===== src/design/adci_pkg.sv =====
/*
  Shared constants and carrier types for the host-side controller of a
  64K x 4 multiplexed-address asynchronous memory.
  Assumes one 50 MHz clock and the memory's strobes driven from flip-flops.
*/
// Functional notes
// - after power-up wait the initial pause, then run eight row-strobe cycles
// - row-to-column delay maximum is a reference only; longer delays stay legal
// - write select must be early or late enough, otherwise output indeterminate
// - release input data before column strobe or output enable falls
// - refresh all 256 rows within every 4 ms interval
// - reads keep write select high for the whole cycle, output enable low
package adci_pkg;

  localparam int CLK_PERIOD_NS = 20;

  // device times in ns for the slower speed grade
  localparam int T_RCD_MIN_NS  = 25;
  localparam int T_CAC_NS      = 75;
  localparam int T_RAS_MIN_NS  = 150;
  localparam int T_RAS_MAX_NS  = 10000;
  localparam int T_RP_NS       = 100;
  localparam int T_CSR_NS      = 30;
  localparam int T_REF_NS      = 4000000;
  localparam int REF_ROWS      = 256;
  localparam int T_PAUSE_US    = 100;
  localparam int INIT_CYCLES   = 8;
  localparam int SYNC_STAGES   = 2;

  // least times round up, longest times round down
  localparam int RCD_CYC     = (T_RCD_MIN_NS + CLK_PERIOD_NS - 1) / CLK_PERIOD_NS;
  localparam int CAC_CYC     = (T_CAC_NS + CLK_PERIOD_NS - 1) / CLK_PERIOD_NS;
  localparam int RAS_CYC     = (T_RAS_MIN_NS + CLK_PERIOD_NS - 1) / CLK_PERIOD_NS;
  localparam int RAS_MAX_CYC = T_RAS_MAX_NS / CLK_PERIOD_NS;
  localparam int RP_CYC      = (T_RP_NS + CLK_PERIOD_NS - 1) / CLK_PERIOD_NS;
  localparam int CSR_CYC     = (T_CSR_NS + CLK_PERIOD_NS - 1) / CLK_PERIOD_NS;
  localparam int REF_INT_CYC = (T_REF_NS / REF_ROWS) / CLK_PERIOD_NS;
  localparam int PAUSE_CYC   = (T_PAUSE_US * 1000 + CLK_PERIOD_NS - 1) / CLK_PERIOD_NS;

  // column phase of an access: data sampled after access time plus synchroniser
  localparam logic [15:0] RD_SMP_CYC = 16'(CAC_CYC + SYNC_STAGES);
  localparam logic [15:0] COL_CYC    = 16'(CAC_CYC + SYNC_STAGES + 1);
  localparam logic [15:0] ROW_CYC    = 16'(RCD_CYC);
  localparam logic [15:0] PRE_CYC    = 16'(RP_CYC);
  localparam logic [15:0] CSR_LEN    = 16'(CSR_CYC);
  localparam logic [15:0] RAS_LEN    = 16'(RAS_CYC);
  localparam logic [3:0]  INIT_CNT   = 4'(INIT_CYCLES);

  localparam logic        STROBE_IDLE = 1'b1;
  localparam logic [7:0]  ADDR_RST    = 8'h00;
  localparam logic [3:0]  DATA_RST    = 4'h0;

  typedef struct packed {
    logic        write;
    logic [15:0] addr;   // [15:8] row, [7:0] column
    logic [3:0]  wdata;
  } adci_req_type;

  typedef struct packed {
    logic ras_n;
    logic cas_n;
    logic we_n;
    logic oe_n;
  } adci_strobe_type;

  localparam adci_strobe_type STROBE_RST = '{STROBE_IDLE, STROBE_IDLE,
                                             STROBE_IDLE, STROBE_IDLE};

  typedef enum logic [6:0] {
    ST_PAUSE = 7'b0000001,
    ST_IDLE  = 7'b0000010,
    ST_ROW   = 7'b0000100,
    ST_COL   = 7'b0001000,
    ST_PRE   = 7'b0010000,
    ST_RCAS  = 7'b0100000,
    ST_RRAS  = 7'b1000000
  } adci_state_type;

endpackage


===== src/design/adci_ctrl.sv =====
/*
  Host controller for a 64K x 4 asynchronous memory with multiplexed row and
  column address: power-up pause and init cycles, column-before-row refresh,
  single early-write and read accesses.
  Assumes the memory pins are wired directly; the data bus is resolved
  outside from data_io_oe_o. User requests come from logic on sys_clk_i.
*/
`timescale 1ns/1ns
module adci_ctrl #(
  parameter int POWERUP_PAUSE_CYC = adci_pkg::PAUSE_CYC
) (
  input  wire logic                     sys_clk_i,
  input  wire logic                     srst_i,
  input  wire logic                     ce_i,
  input  wire logic                     req_valid_i,
  input  wire adci_pkg::adci_req_type   req_i,
  output logic                          req_ready_o,
  output logic                          rdata_valid_o,
  output logic [3:0]                    rdata_o,
  output logic                          init_done_o,
  output adci_pkg::adci_strobe_type     strobe_o,
  output logic [7:0]                    mux_addr_o,
  input  wire logic [3:0]               data_io_i,
  output logic [3:0]                    data_io_o,
  output logic                          data_io_oe_o
);
  import adci_pkg::*;

  localparam logic [15:0] PAUSE_LAST = 16'(POWERUP_PAUSE_CYC - 1);

  adci_state_type state_r;
  adci_req_type   cur_r;
  logic [15:0]    cnt_r;
  logic [3:0]     init_left_r;
  logic [3:0]     dq_s1_r;
  logic [3:0]     dq_s2_r;
  logic           ref_pending;
  logic           ref_ack;
  logic           accept;
  logic           cnt_done;

  // length of the state being left, compared against the running counter
  function automatic logic state_done(input adci_state_type st,
                                      input logic [15:0] cnt,
                                      input logic [15:0] pause_last);
    unique case (st)
      ST_PAUSE: state_done = (cnt == pause_last);
      ST_ROW:   state_done = (cnt == ROW_CYC - 16'h0001);
      ST_COL:   state_done = (cnt == COL_CYC - 16'h0001);
      ST_PRE:   state_done = (cnt == PRE_CYC - 16'h0001);
      ST_RCAS:  state_done = (cnt == CSR_LEN - 16'h0001);
      ST_RRAS:  state_done = (cnt == RAS_LEN - 16'h0001);
      default:  state_done = 1'b1;
    endcase
  endfunction

  assign cnt_done = state_done(state_r, cnt_r, PAUSE_LAST);
  // a take always matches the ready shown before the edge, even when a refresh
  // slot opens at that edge; the refresh then waits for one access only
  assign accept   = (state_r == ST_IDLE) && req_ready_o && req_valid_i;
  assign ref_ack  = (state_r == ST_IDLE) && ref_pending && init_done_o && !accept;

  adci_refresh_timer u_refresh (
    .sys_clk_i (sys_clk_i),
    .srst_i    (srst_i),
    .ce_i      (ce_i),
    .ack_i     (ref_ack),
    .pending_o (ref_pending)
  );

  // two-flop synchroniser: the memory answers with no relation to our clock
  always_ff @(posedge sys_clk_i) begin
    if (srst_i) begin
      dq_s1_r <= DATA_RST;
      dq_s2_r <= DATA_RST;
    end else if (ce_i) begin
      dq_s1_r <= data_io_i;
      dq_s2_r <= dq_s1_r;
    end
  end

  // per-state cycle counter, cleared on every state change
  always_ff @(posedge sys_clk_i) begin
    if (srst_i) begin
      cnt_r <= 16'h0000;
    end else if (ce_i) begin
      if (cnt_done || state_r == ST_IDLE) begin
        cnt_r <= 16'h0000;
      end else begin
        cnt_r <= cnt_r + 16'h0001;
      end
    end
  end

  // sequencer
  always_ff @(posedge sys_clk_i) begin
    if (srst_i) begin
      state_r <= ST_PAUSE;
    end else if (ce_i) begin
      unique case (state_r)
        ST_PAUSE: if (cnt_done) state_r <= ST_IDLE;
        ST_IDLE: begin
          if (accept) begin
            state_r <= ST_ROW;
          end else if (!init_done_o || ref_pending) begin
            state_r <= ST_RCAS;
          end
        end
        ST_ROW:  if (cnt_done) state_r <= ST_COL;
        ST_COL:  if (cnt_done) state_r <= ST_PRE;
        ST_RCAS: if (cnt_done) state_r <= ST_RRAS;
        ST_RRAS: if (cnt_done) state_r <= ST_PRE;
        ST_PRE:  if (cnt_done) state_r <= ST_IDLE;
      endcase
    end
  end

  // eight refresh cycles after the pause count as the init row-strobe cycles
  always_ff @(posedge sys_clk_i) begin
    if (srst_i) begin
      init_left_r <= INIT_CNT;
      init_done_o <= 1'b0;
    end else if (ce_i) begin
      if (state_r == ST_RRAS && cnt_done && !init_done_o) begin
        init_left_r <= init_left_r - 4'h1;
        init_done_o <= (init_left_r == 4'h1);
      end
    end
  end

  // capture the request; held stable for the whole access
  always_ff @(posedge sys_clk_i) begin
    if (srst_i) begin
      cur_r <= '0;
    end else if (ce_i && accept) begin
      cur_r <= req_i;
    end
  end

  // ready is registered and only offered in idle with nothing more urgent
  always_ff @(posedge sys_clk_i) begin
    if (srst_i) begin
      req_ready_o <= 1'b0;
    end else if (ce_i) begin
      req_ready_o <= (state_r == ST_PRE && cnt_done && init_done_o && !ref_pending)
                  || (state_r == ST_IDLE && init_done_o && !ref_pending && !req_valid_i);
    end
  end

  // strobe pins; each level is set on state entry so pins come from flops
  always_ff @(posedge sys_clk_i) begin
    if (srst_i) begin
      strobe_o <= STROBE_RST;
    end else if (ce_i) begin
      if (accept) begin
        strobe_o.ras_n <= 1'b0;
        // write select falls with the row strobe, well ahead of the column strobe
        strobe_o.we_n  <= !req_i.write;
      end else if (state_r == ST_IDLE && (ref_pending || !init_done_o)) begin
        strobe_o.cas_n <= 1'b0;
      end else if (state_r == ST_ROW && cnt_done) begin
        // row to column spacing sits at its minimum, inside the access reference
        strobe_o.cas_n <= 1'b0;
        strobe_o.oe_n  <= cur_r.write;
      end else if (state_r == ST_RCAS && cnt_done) begin
        strobe_o.ras_n <= 1'b0;
      end else if ((state_r == ST_COL || state_r == ST_RRAS) && cnt_done) begin
        // strobes all rise together; minimum row width was counted before this
        strobe_o <= STROBE_RST;
      end
    end
  end

  // address mux: row with the row strobe, column one cycle before column strobe
  always_ff @(posedge sys_clk_i) begin
    if (srst_i) begin
      mux_addr_o <= ADDR_RST;
    end else if (ce_i) begin
      if (accept) begin
        mux_addr_o <= req_i.addr[15:8];
      end else if (state_r == ST_ROW && cnt_r == 16'h0000) begin
        mux_addr_o <= cur_r.addr[7:0];
      end
    end
  end

  // data drive: only for writes, dropped as the access ends, so a read never
  // finds our driver on when column strobe or output enable fall
  always_ff @(posedge sys_clk_i) begin
    if (srst_i) begin
      data_io_o    <= DATA_RST;
      data_io_oe_o <= 1'b0;
    end else if (ce_i) begin
      if (accept) begin
        data_io_o    <= req_i.wdata;
        data_io_oe_o <= req_i.write;
      end else if (state_r == ST_COL && cnt_done) begin
        data_io_oe_o <= 1'b0;
      end
    end
  end

  // read capture after column access time plus the synchroniser delay
  always_ff @(posedge sys_clk_i) begin
    if (srst_i) begin
      rdata_o       <= DATA_RST;
      rdata_valid_o <= 1'b0;
    end else if (ce_i) begin
      rdata_valid_o <= 1'b0;
      if (state_r == ST_COL && !cur_r.write && cnt_r == RD_SMP_CYC) begin
        rdata_o       <= dq_s2_r;
        rdata_valid_o <= 1'b1;
      end
    end
  end

endmodule


===== src/design/adci_refresh_timer.sv =====
/*
  Refresh interval timer: raises a pending flag once per row interval.
  Assumes the acknowledge is a one-cycle pulse from the same clock domain.
*/
`timescale 1ns/1ns
module adci_refresh_timer (
  input  wire logic sys_clk_i,
  input  wire logic srst_i,
  input  wire logic ce_i,
  input  wire logic ack_i,
  output logic      pending_o
);
  import adci_pkg::*;

  localparam logic [9:0] INT_LAST = 10'(REF_INT_CYC - 1);

  logic [9:0] tick_r;
  logic       tick_hit;

  assign tick_hit = (tick_r == INT_LAST);

  // free-running interval counter, one wrap per refresh slot
  always_ff @(posedge sys_clk_i) begin
    if (srst_i) begin
      tick_r <= 10'h000;
    end else if (ce_i) begin
      tick_r <= tick_hit ? 10'h000 : tick_r + 10'h001;
    end
  end

  // a new slot in the acknowledge cycle stays pending so no row is skipped
  always_ff @(posedge sys_clk_i) begin
    if (srst_i) begin
      pending_o <= 1'b0;
    end else if (ce_i) begin
      if (tick_hit) begin
        pending_o <= 1'b1;
      end else if (ack_i) begin
        pending_o <= 1'b0;
      end
    end
  end

endmodule


===== config.mk =====
export PLATFORM = sky130hd
export DESIGN_NAME = adci_ctrl
export DESIGN_NICKNAME = d
export VERILOG_FILES = /design/src/design/adci_pkg.sv /design/src/design/adci_ctrl.sv /design/src/design/adci_refresh_timer.sv
export SDC_FILE = /design/constraint.sdc
export NUM_CORES = 1
export LEC_CHECK = 0
export BUFFER_PORTS_ARGS = -buffer_cell sky130_fd_sc_hd__buf_4
export CAP_MARGIN = 30
export CORE_UTILIZATION = 30
export DETAILED_ROUTE_END_ITERATION = 8
export PLACE_DENSITY = 0.46
export SETUP_SLACK_MARGIN = 0.5
export SYNTH_ARGS = -nofsm -noshare
export SYNTH_HDL_FRONTEND = slang
export SYNTH_SLANG_ARGS = --single-unit

===== constraint.sdc =====
create_clock -name sys_clk_i -period 5.6 [get_ports sys_clk_i]
set_input_delay 1.4 -clock sys_clk_i [delete_from_list [all_inputs] [get_ports sys_clk_i]]
set_output_delay 1.4 -clock sys_clk_i [all_outputs]
set_load 0.01 [all_outputs]

* Word-level counts from Yosys, hierarchy flattened
Cells that the tools add are included.
** Storage, ports and cells
- Flip-flop bits (word level) :: 79
- Input bits :: 29
- Output and inout bits :: 24
- Logic and storage cells :: 132
** Operators by class
- Add/sub/neg operators :: 3
- Eq/ne operators :: 24
- Muxes and demuxes :: 29
- Bitwise gates (word level) :: 2
- Reductions and logical operators :: 54
** Operator list (count)
- $eq 16x3->1 const B :: 3
- $mux 7 :: 6
- $pmux 7 s5 :: 1
- $logic_and 1x1->1 :: 22
- $add 16x1->16 const B :: 1
- $eq 16x1->1 const B :: 1
- $eq 16x13->1 const B :: 1
- $logic_not 16->1 :: 1
- $mux 16 :: 1
- $mux 8 :: 2
- $mux 1 :: 14
- $ne 2x2->1 const B :: 6
- $reduce_and 2->1 :: 6
- $add 10x1->10 const B :: 1
- $eq 10x10->1 const B :: 1
- $mux 10 :: 1
- $reduce_and 5->1 :: 2
- $reduce_bool 2->1 :: 5
- $reduce_and 4->1 :: 2
- $eq 7x1->1 const B :: 1
- $eq 7x2->1 const B :: 1
- $eq 7x3->1 const B :: 1
- $eq 7x4->1 const B :: 1
- $eq 7x5->1 const B :: 1
- 17 further kinds :: 30

* Longest topological paths before layout
- Depth after elaboration :: 9
- Gate-level depth with buffers :: 9
- Gate-level depth less buffers :: 7

* By module
Synthesis repeated with hierarchy kept, for this count alone.
** Second synthesis, totals
- Cell total of the unflattened synthesis :: 428
- Area total of the unflattened synthesis :: 3649.8 µm²
** Modules (own cells, without submodules)
- adci_ctrl :: instances 1, cells an instance 369, area an instance 3114.2 µm², sequential area each 1361.3 µm²
- adci_refresh_timer :: instances 1, cells an instance 59, area an instance 535.5 µm², sequential area each 220.2 µm²

* Worst setup path before layout
Ideal clock, no wire load.
- Kind :: input to register
- Start :: input port req_valid_i
- End :: register mux_addr_o[2]
- Library setup time :: 128 ps
- Data arrival time :: 2372 ps
- Required time :: 5472 ps
- Setup slack :: 3100 ps
- Cell stages on the path :: 6
- Path buffers :: 2
- Path through :: and3_1 -> buf_2 -> buf_2 -> mux2_2 -> mux2i_1 -> nor2_1
** Between the ends
- Cells in the longest elaborated chain, start to end :: 3
- Elaborated cells between the ends (all ways) :: 4
- Classes of those cells :: mux: 1; reduce/logical: 3
** Ends and longest elaborated chain
- from (decl) :: RTL line adci_ctrl.sv:15 : input wire logic req_valid_i,
- $logic_and 1x1->1 (*) :: RTL line adci_ctrl.sv:60 : assign accept = (state_r == ST_IDLE) && req_ready_o && req_valid_i;
- $reduce_bool 2->1 (no source line)
- $reduce_and 2->1 (no source line)
- to (signal assigned) :: RTL line adci_ctrl.sv:180 : mux_addr_o <= req_i.addr[15:8];
- to (signal assigned) :: RTL line adci_ctrl.sv:182 : mux_addr_o <= cur_r.addr[7:0];
- to (decl) :: RTL line adci_ctrl.sv:22 : output logic [7:0] mux_addr_o,
Mark *: on every way between the ends. The rest lies on a longest branch, timed or not.
A chain may end at the register's enable or synchronous reset.

* Worst setup path in the final report
- Start :: register state_r[6]
- End :: register data_io_oe_o
** Between the ends
- Cells in the longest elaborated chain, start to end :: 6
- Elaborated cells between the ends (all ways) :: 15
- Classes of those cells :: eq/ne: 7; mux: 2; reduce/logical: 6
** Ends and longest elaborated chain
- from (decl) :: RTL line adci_ctrl.sv:31 : adci_state_type state_r;
- from (signal assigned) :: RTL line adci_ctrl.sv:98 : state_r <= ST_PAUSE;
- from (signal assigned) :: RTL line adci_ctrl.sv:101 : ST_PAUSE: if (cnt_done) state_r <= ST_IDLE;
- from (signal assigned) :: RTL line adci_ctrl.sv:104 : state_r <= ST_ROW;
- $eq 7x3->1 or $eq 7x6->1 (tied branches) :: RTL line adci_ctrl.sv:46 : unique case (st)
- $reduce_or 2->1 (no source line)
- $pmux 1 s5 :: RTL line adci_ctrl.sv:46
- $logic_and 1x1->1 :: RTL line adci_ctrl.sv:197 : end else if (state_r == ST_COL && cnt_done) begin
- $reduce_bool 2->1 (no source line)
- $reduce_and 2->1 (no source line)
- to (signal assigned) :: RTL line adci_ctrl.sv:196 : data_io_oe_o <= req_i.write;
- to (decl) :: RTL line adci_ctrl.sv:25 : output logic data_io_oe_o
Parallel ways exist; a longest one is shown, timed or not.

==> Flow_metrics.wiki <==
{| class="wikitable"
! Metric !! Value
|-
| Outcome || finished clean
|-
| Worst Hold Launch || cur_r[11]$_SDFFE_PP0P_
|-
| Post-route cell area || around 4500 um2
|-
| TritonRoute pass-1 iters || 6
|-
| Core Region || about 12000 um2
|-
| Synth-to-layout area growth || 20.1%
|-
| Max transition margin || approximately 51%
|-
| Leakage power figure || ~0.0018 uW
|-
| Standard-cell row count || 40
|-
| Startpoint of the worst-slack reg-to-reg timing path || state_r[6]$_SDFFE_PP0P_
|-
| Layout cells sized above 1 || between 10% and 20%
|-
| Fraction of the yosys area taken by sequential cells || ~42%
|-
| Number of enable-type register cells in the synthesized netlist || 0
|-
| Top_reg_cell synth || sky130_fd_sc_hd__dfxtp_1
|-
| Area after detailed placement || 4240 um2
|-
| Post-synth cell types || 57
|-
| CTS HTree Levels || 3
|-
| Maximum achievable frequency || 0.309 GHz
|-
| Largest net degree at the start of global routing || between 50 and 60
|-
| Maxcap violations || 0
|-
| Synthesized area divided by synthesized cell count || approximately 8.7 um2
|-
| Part of the cycle the worst path needs || around 58%
|-
| Die extent in y || ~110 um
|-
| Element type at the critical path start || flip-flop
|-
| Buffers on Ports || 52
|-
| Most common cell after layout, fill and taps aside || sky130_fd_sc_hd__dfxtp_1
|-
| Total area of sequential cells || ~1600 um2
|-
| Hold buffer count at cts || 0
|-
| Min Tclk post-route || roughly 3200 ps
|-
| Final net count || between 500 and 600
|-
| Average wire length per cell after detail routing || between 10 and 15 um
|-
| Final ANT Viol Nets || 0
|-
| CTS max path bufs || 2
|-
| Clock tree from TritonCTS || yes
|-
| Hold EP || cur_r[11]$_SDFFE_PP0P_
|-
| Post-route worst hold slack || between 400 and 500 ps
|-
| Detailed-route via count || 3145
|-
| End of the worst register-to-register path || data_io_oe_o$_SDFFE_PP0P_
|-
| Area taken by multi-input logic gates || ~2000 um2
|-
| Share of async-settable or async-resettable flops after synthesis || 0%
|-
| Chip width || 114 um
|-
| Via density per instance || approximately 5
|-
| Largest fanout on the critical path || 16
|-
| Worst ir drop on vdd || between 0.1 and 0.15 mV
|-
| Number of failing setup endpoints in the final timing report || 0
|-
| Effective utilization at floorplan || 31.0%
|-
| Initial antenna violation count || 0
|-
| Overall fraction of global-route tracks in use || between 10% and 20%
|-
| Total detailed-routing wirelength || 8950 um
|-
| Power per unit of standard cell area || between 300 and 400 nW/um2
|-
| Total of cells resized after clock tree synthesis || 0
|-
| Clock transition at the registers of the reported paths || about 60 ps
|-
| Number of buffers inserted during clock tree synthesis || 9
|-
| Worst hold path stage count || 2
|-
| Final total negative setup slack || 0 ps
|-
| Transition time at the pin with the least slew margin || 728 ps
|-
| Slew Viols, Final || 0
|-
| Worst Setup Path Type || reg -> reg
|-
| Synthesized flop and latch total || ~80
|-
| Number of post-CTS setup repair buffers || 0
|-
| Clock insertion delay at the later pin of the skew report || about 330 ps
|-
| Reg-to-reg slack, setup || ~2400 ps
|-
| # IOs || 53
|-
| Count of unresolved DRC violations after routing || 0
|-
| Post-Syn Instances || between 400 and 500
|-
| Yosys warning total || 0
|-
| Synth Cell Area || between 3000 and 4000 um2
|-
| Cell at the root of the clock tree || sky130_fd_sc_hd__clkbuf_16
|-
| First-pass GRT wire length || roughly 15000 um
|-
| Detailed placer's ending HPWL || around 6100 um
|-
| Unrepaired setup endpoints after global routing || no
|-
| WP data required || 5850 ps
|-
| Number of global-route vias before repair || ~3100
|-
| Worst R2R Path Depth || 6
|-
| Hold violation total from the final report || 0
|-
| Total Power Consumption || between 1000 and 1500 uW
|-
| Syn_nets || between 400 and 500
|-
| Number of fillers in the final layout || ~1300
|-
| 1st-iter DRT viols || about 130
|-
| Setup crit end kind || flip-flop
|-
| Critical path arrival || approximately 3500 ps
|-
| Full die area || 12900 um2
|-
| Worst hold path type || reg -> reg
|-
| Antenna diodes || 0
|-
| Most frequent cells in the layout || sky130_fd_sc_hd__dfxtp_1, sky130_fd_sc_hd__nor2_1, sky130_fd_sc_hd__buf_4
|-
| Count of clock tree sinks || just under 80
|-
| Remaining global-route overflow || 0
|-
| Routability congestion estimate from global placement || about 0.75
|-
| Layout Skew || between 5 and 6 ps
|}
-- cell usage after synthesis, types with 2 or more instances --
master                     count  area [um2]
sky130_fd_sc_hd__a21oi_1      24         120
sky130_fd_sc_hd__a22oi_1       3        22.5
sky130_fd_sc_hd__and3_1        5        31.3
sky130_fd_sc_hd__buf_1         2        7.51
sky130_fd_sc_hd__buf_2         5        25.0
sky130_fd_sc_hd__buf_6         3        33.8
sky130_fd_sc_hd__clkbuf_1     13        48.8
sky130_fd_sc_hd__dfxtp_1      79        1580
sky130_fd_sc_hd__ha_1          7        87.6
sky130_fd_sc_hd__inv_1        10        37.5
sky130_fd_sc_hd__mux2_2       10         113
sky130_fd_sc_hd__mux2i_1      21         210
sky130_fd_sc_hd__nand2_1      48         180
sky130_fd_sc_hd__nand2b_1      3        18.8
sky130_fd_sc_hd__nand3_1      21         105
sky130_fd_sc_hd__nand4_1      10        62.6
sky130_fd_sc_hd__nand4b_1      3        26.3
sky130_fd_sc_hd__nor2_1       62         233
sky130_fd_sc_hd__nor3_1       13        65.1
sky130_fd_sc_hd__nor3b_1       3        22.5
sky130_fd_sc_hd__nor4_1        5        31.3
sky130_fd_sc_hd__o211ai_1      3        22.5
sky130_fd_sc_hd__o21ai_0      10        50.1
sky130_fd_sc_hd__o31ai_1       2        15.0
sky130_fd_sc_hd__or3_1         2        12.5
sky130_fd_sc_hd__or4_1         6        45.0
sky130_fd_sc_hd__or4b_2        3        30.0
sky130_fd_sc_hd__xnor2_1       7        61.3
sky130_fd_sc_hd__xor2_1       20         175
-- state kept, by name, summed over array words and instances, names as in the netlist, 4 cells and up --
signal and cells:
init_left_r 4, mux_addr_o 8, cnt_r 16, strobe_o 4, dq_s2_r 4, u_refresh.tick_r 10, cur_r 9, dq_s1_r 4
data_io_o 4, rdata_o 4, state_r 7
-- final cells by class --
| class | count | share of cell area, % |
|---|---|---|
| repair buffers | 53 | 8.85 |
| clock buffers | 14 | 5.65 |
| clock inverters | 1 | 0.111 |
| inverters | 11 | 0.919 |
| well taps | 168 | 4.68 |
| multi-input cells | 318 | 44.6 |
| flip-flops and latches | 79 | 35.2 |
-- cell families (layout without fill, tap and decap cells) --
group,Yosys count,after routing,share of synthesized area (%)
flip-flops,79,79,42.3
AND/OR/NAND/NOR,194,194,25.4
XOR/XNOR,27,27,6.32
AO/OA/AOI/OAI,59,59,10.9
adder cells (fa/ha/maj),7,7,2.34
buffers and inverters,34,79,4.18
multiplexers,31,31,8.63
-- worst max-delay path, cell delays in order, from the launching register on --
cell and delay [ps]:
sky130_fd_sc_hd__dfxtp_1 420, sky130_fd_sc_hd__or4_1 600, sky130_fd_sc_hd__nor4b_2 470, sky130_fd_sc_hd__and3_1 710, sky130_fd_sc_hd__and2_1 550, sky130_fd_sc_hd__nand2_1 160, sky130_fd_sc_hd__a221oi_2 230
-- metrics by stage --
stage,worst slack (ps),cells,utilization [%]
2_1_floorplan,3100,431,-
3_3_place_gp,2350,628,35.1
3_5_place_dp,2330,629,35.1
4_1_cts,2310,644,37.3
5_1_grt,2100,644,37.3
6_report,2360,644,37.3
-- routing by layer --
metal | vias up | GRT usage (%) | wire [um]
met2 | 46 | 23.5 | 4260
li1 | 1585 | - | -
met4 | 0 | 5.96 | 139
met3 | 10 | 3.35 | 314
met5 | - | 0 | 0
met1 | 1504 | 19.6 | 4240
-- power breakdown --
part           switching, uW  internal (uW)
sequential              41.4            584
combinational            182            104
clock                    214            310
-- worst max-delay path by stage --
stage                     depth (start not counted)                          to                    start  slack [ps]
final                                             6   data_io_oe_o$_SDFFE_PP0P_  state_r[6]$_SDFFE_PP0P_        2360
after global routing                              6   data_io_oe_o$_SDFFE_PP0P_  state_r[6]$_SDFFE_PP0P_        2100
after CTS                                         6   data_io_oe_o$_SDFFE_PP0P_  state_r[6]$_SDFFE_PP0P_        2310
after detailed placement                          6   data_io_oe_o$_SDFFE_PP0P_  state_r[6]$_SDFFE_PP0P_        2330
after global placement                            4      cnt_r[15]$_SDFFE_PP0P_                     ce_i        2350
after floorplan                                   6  mux_addr_o[2]$_SDFFE_PP0P_              req_valid_i        3100
Note: power is estimated with default switching activity, not from simulation.
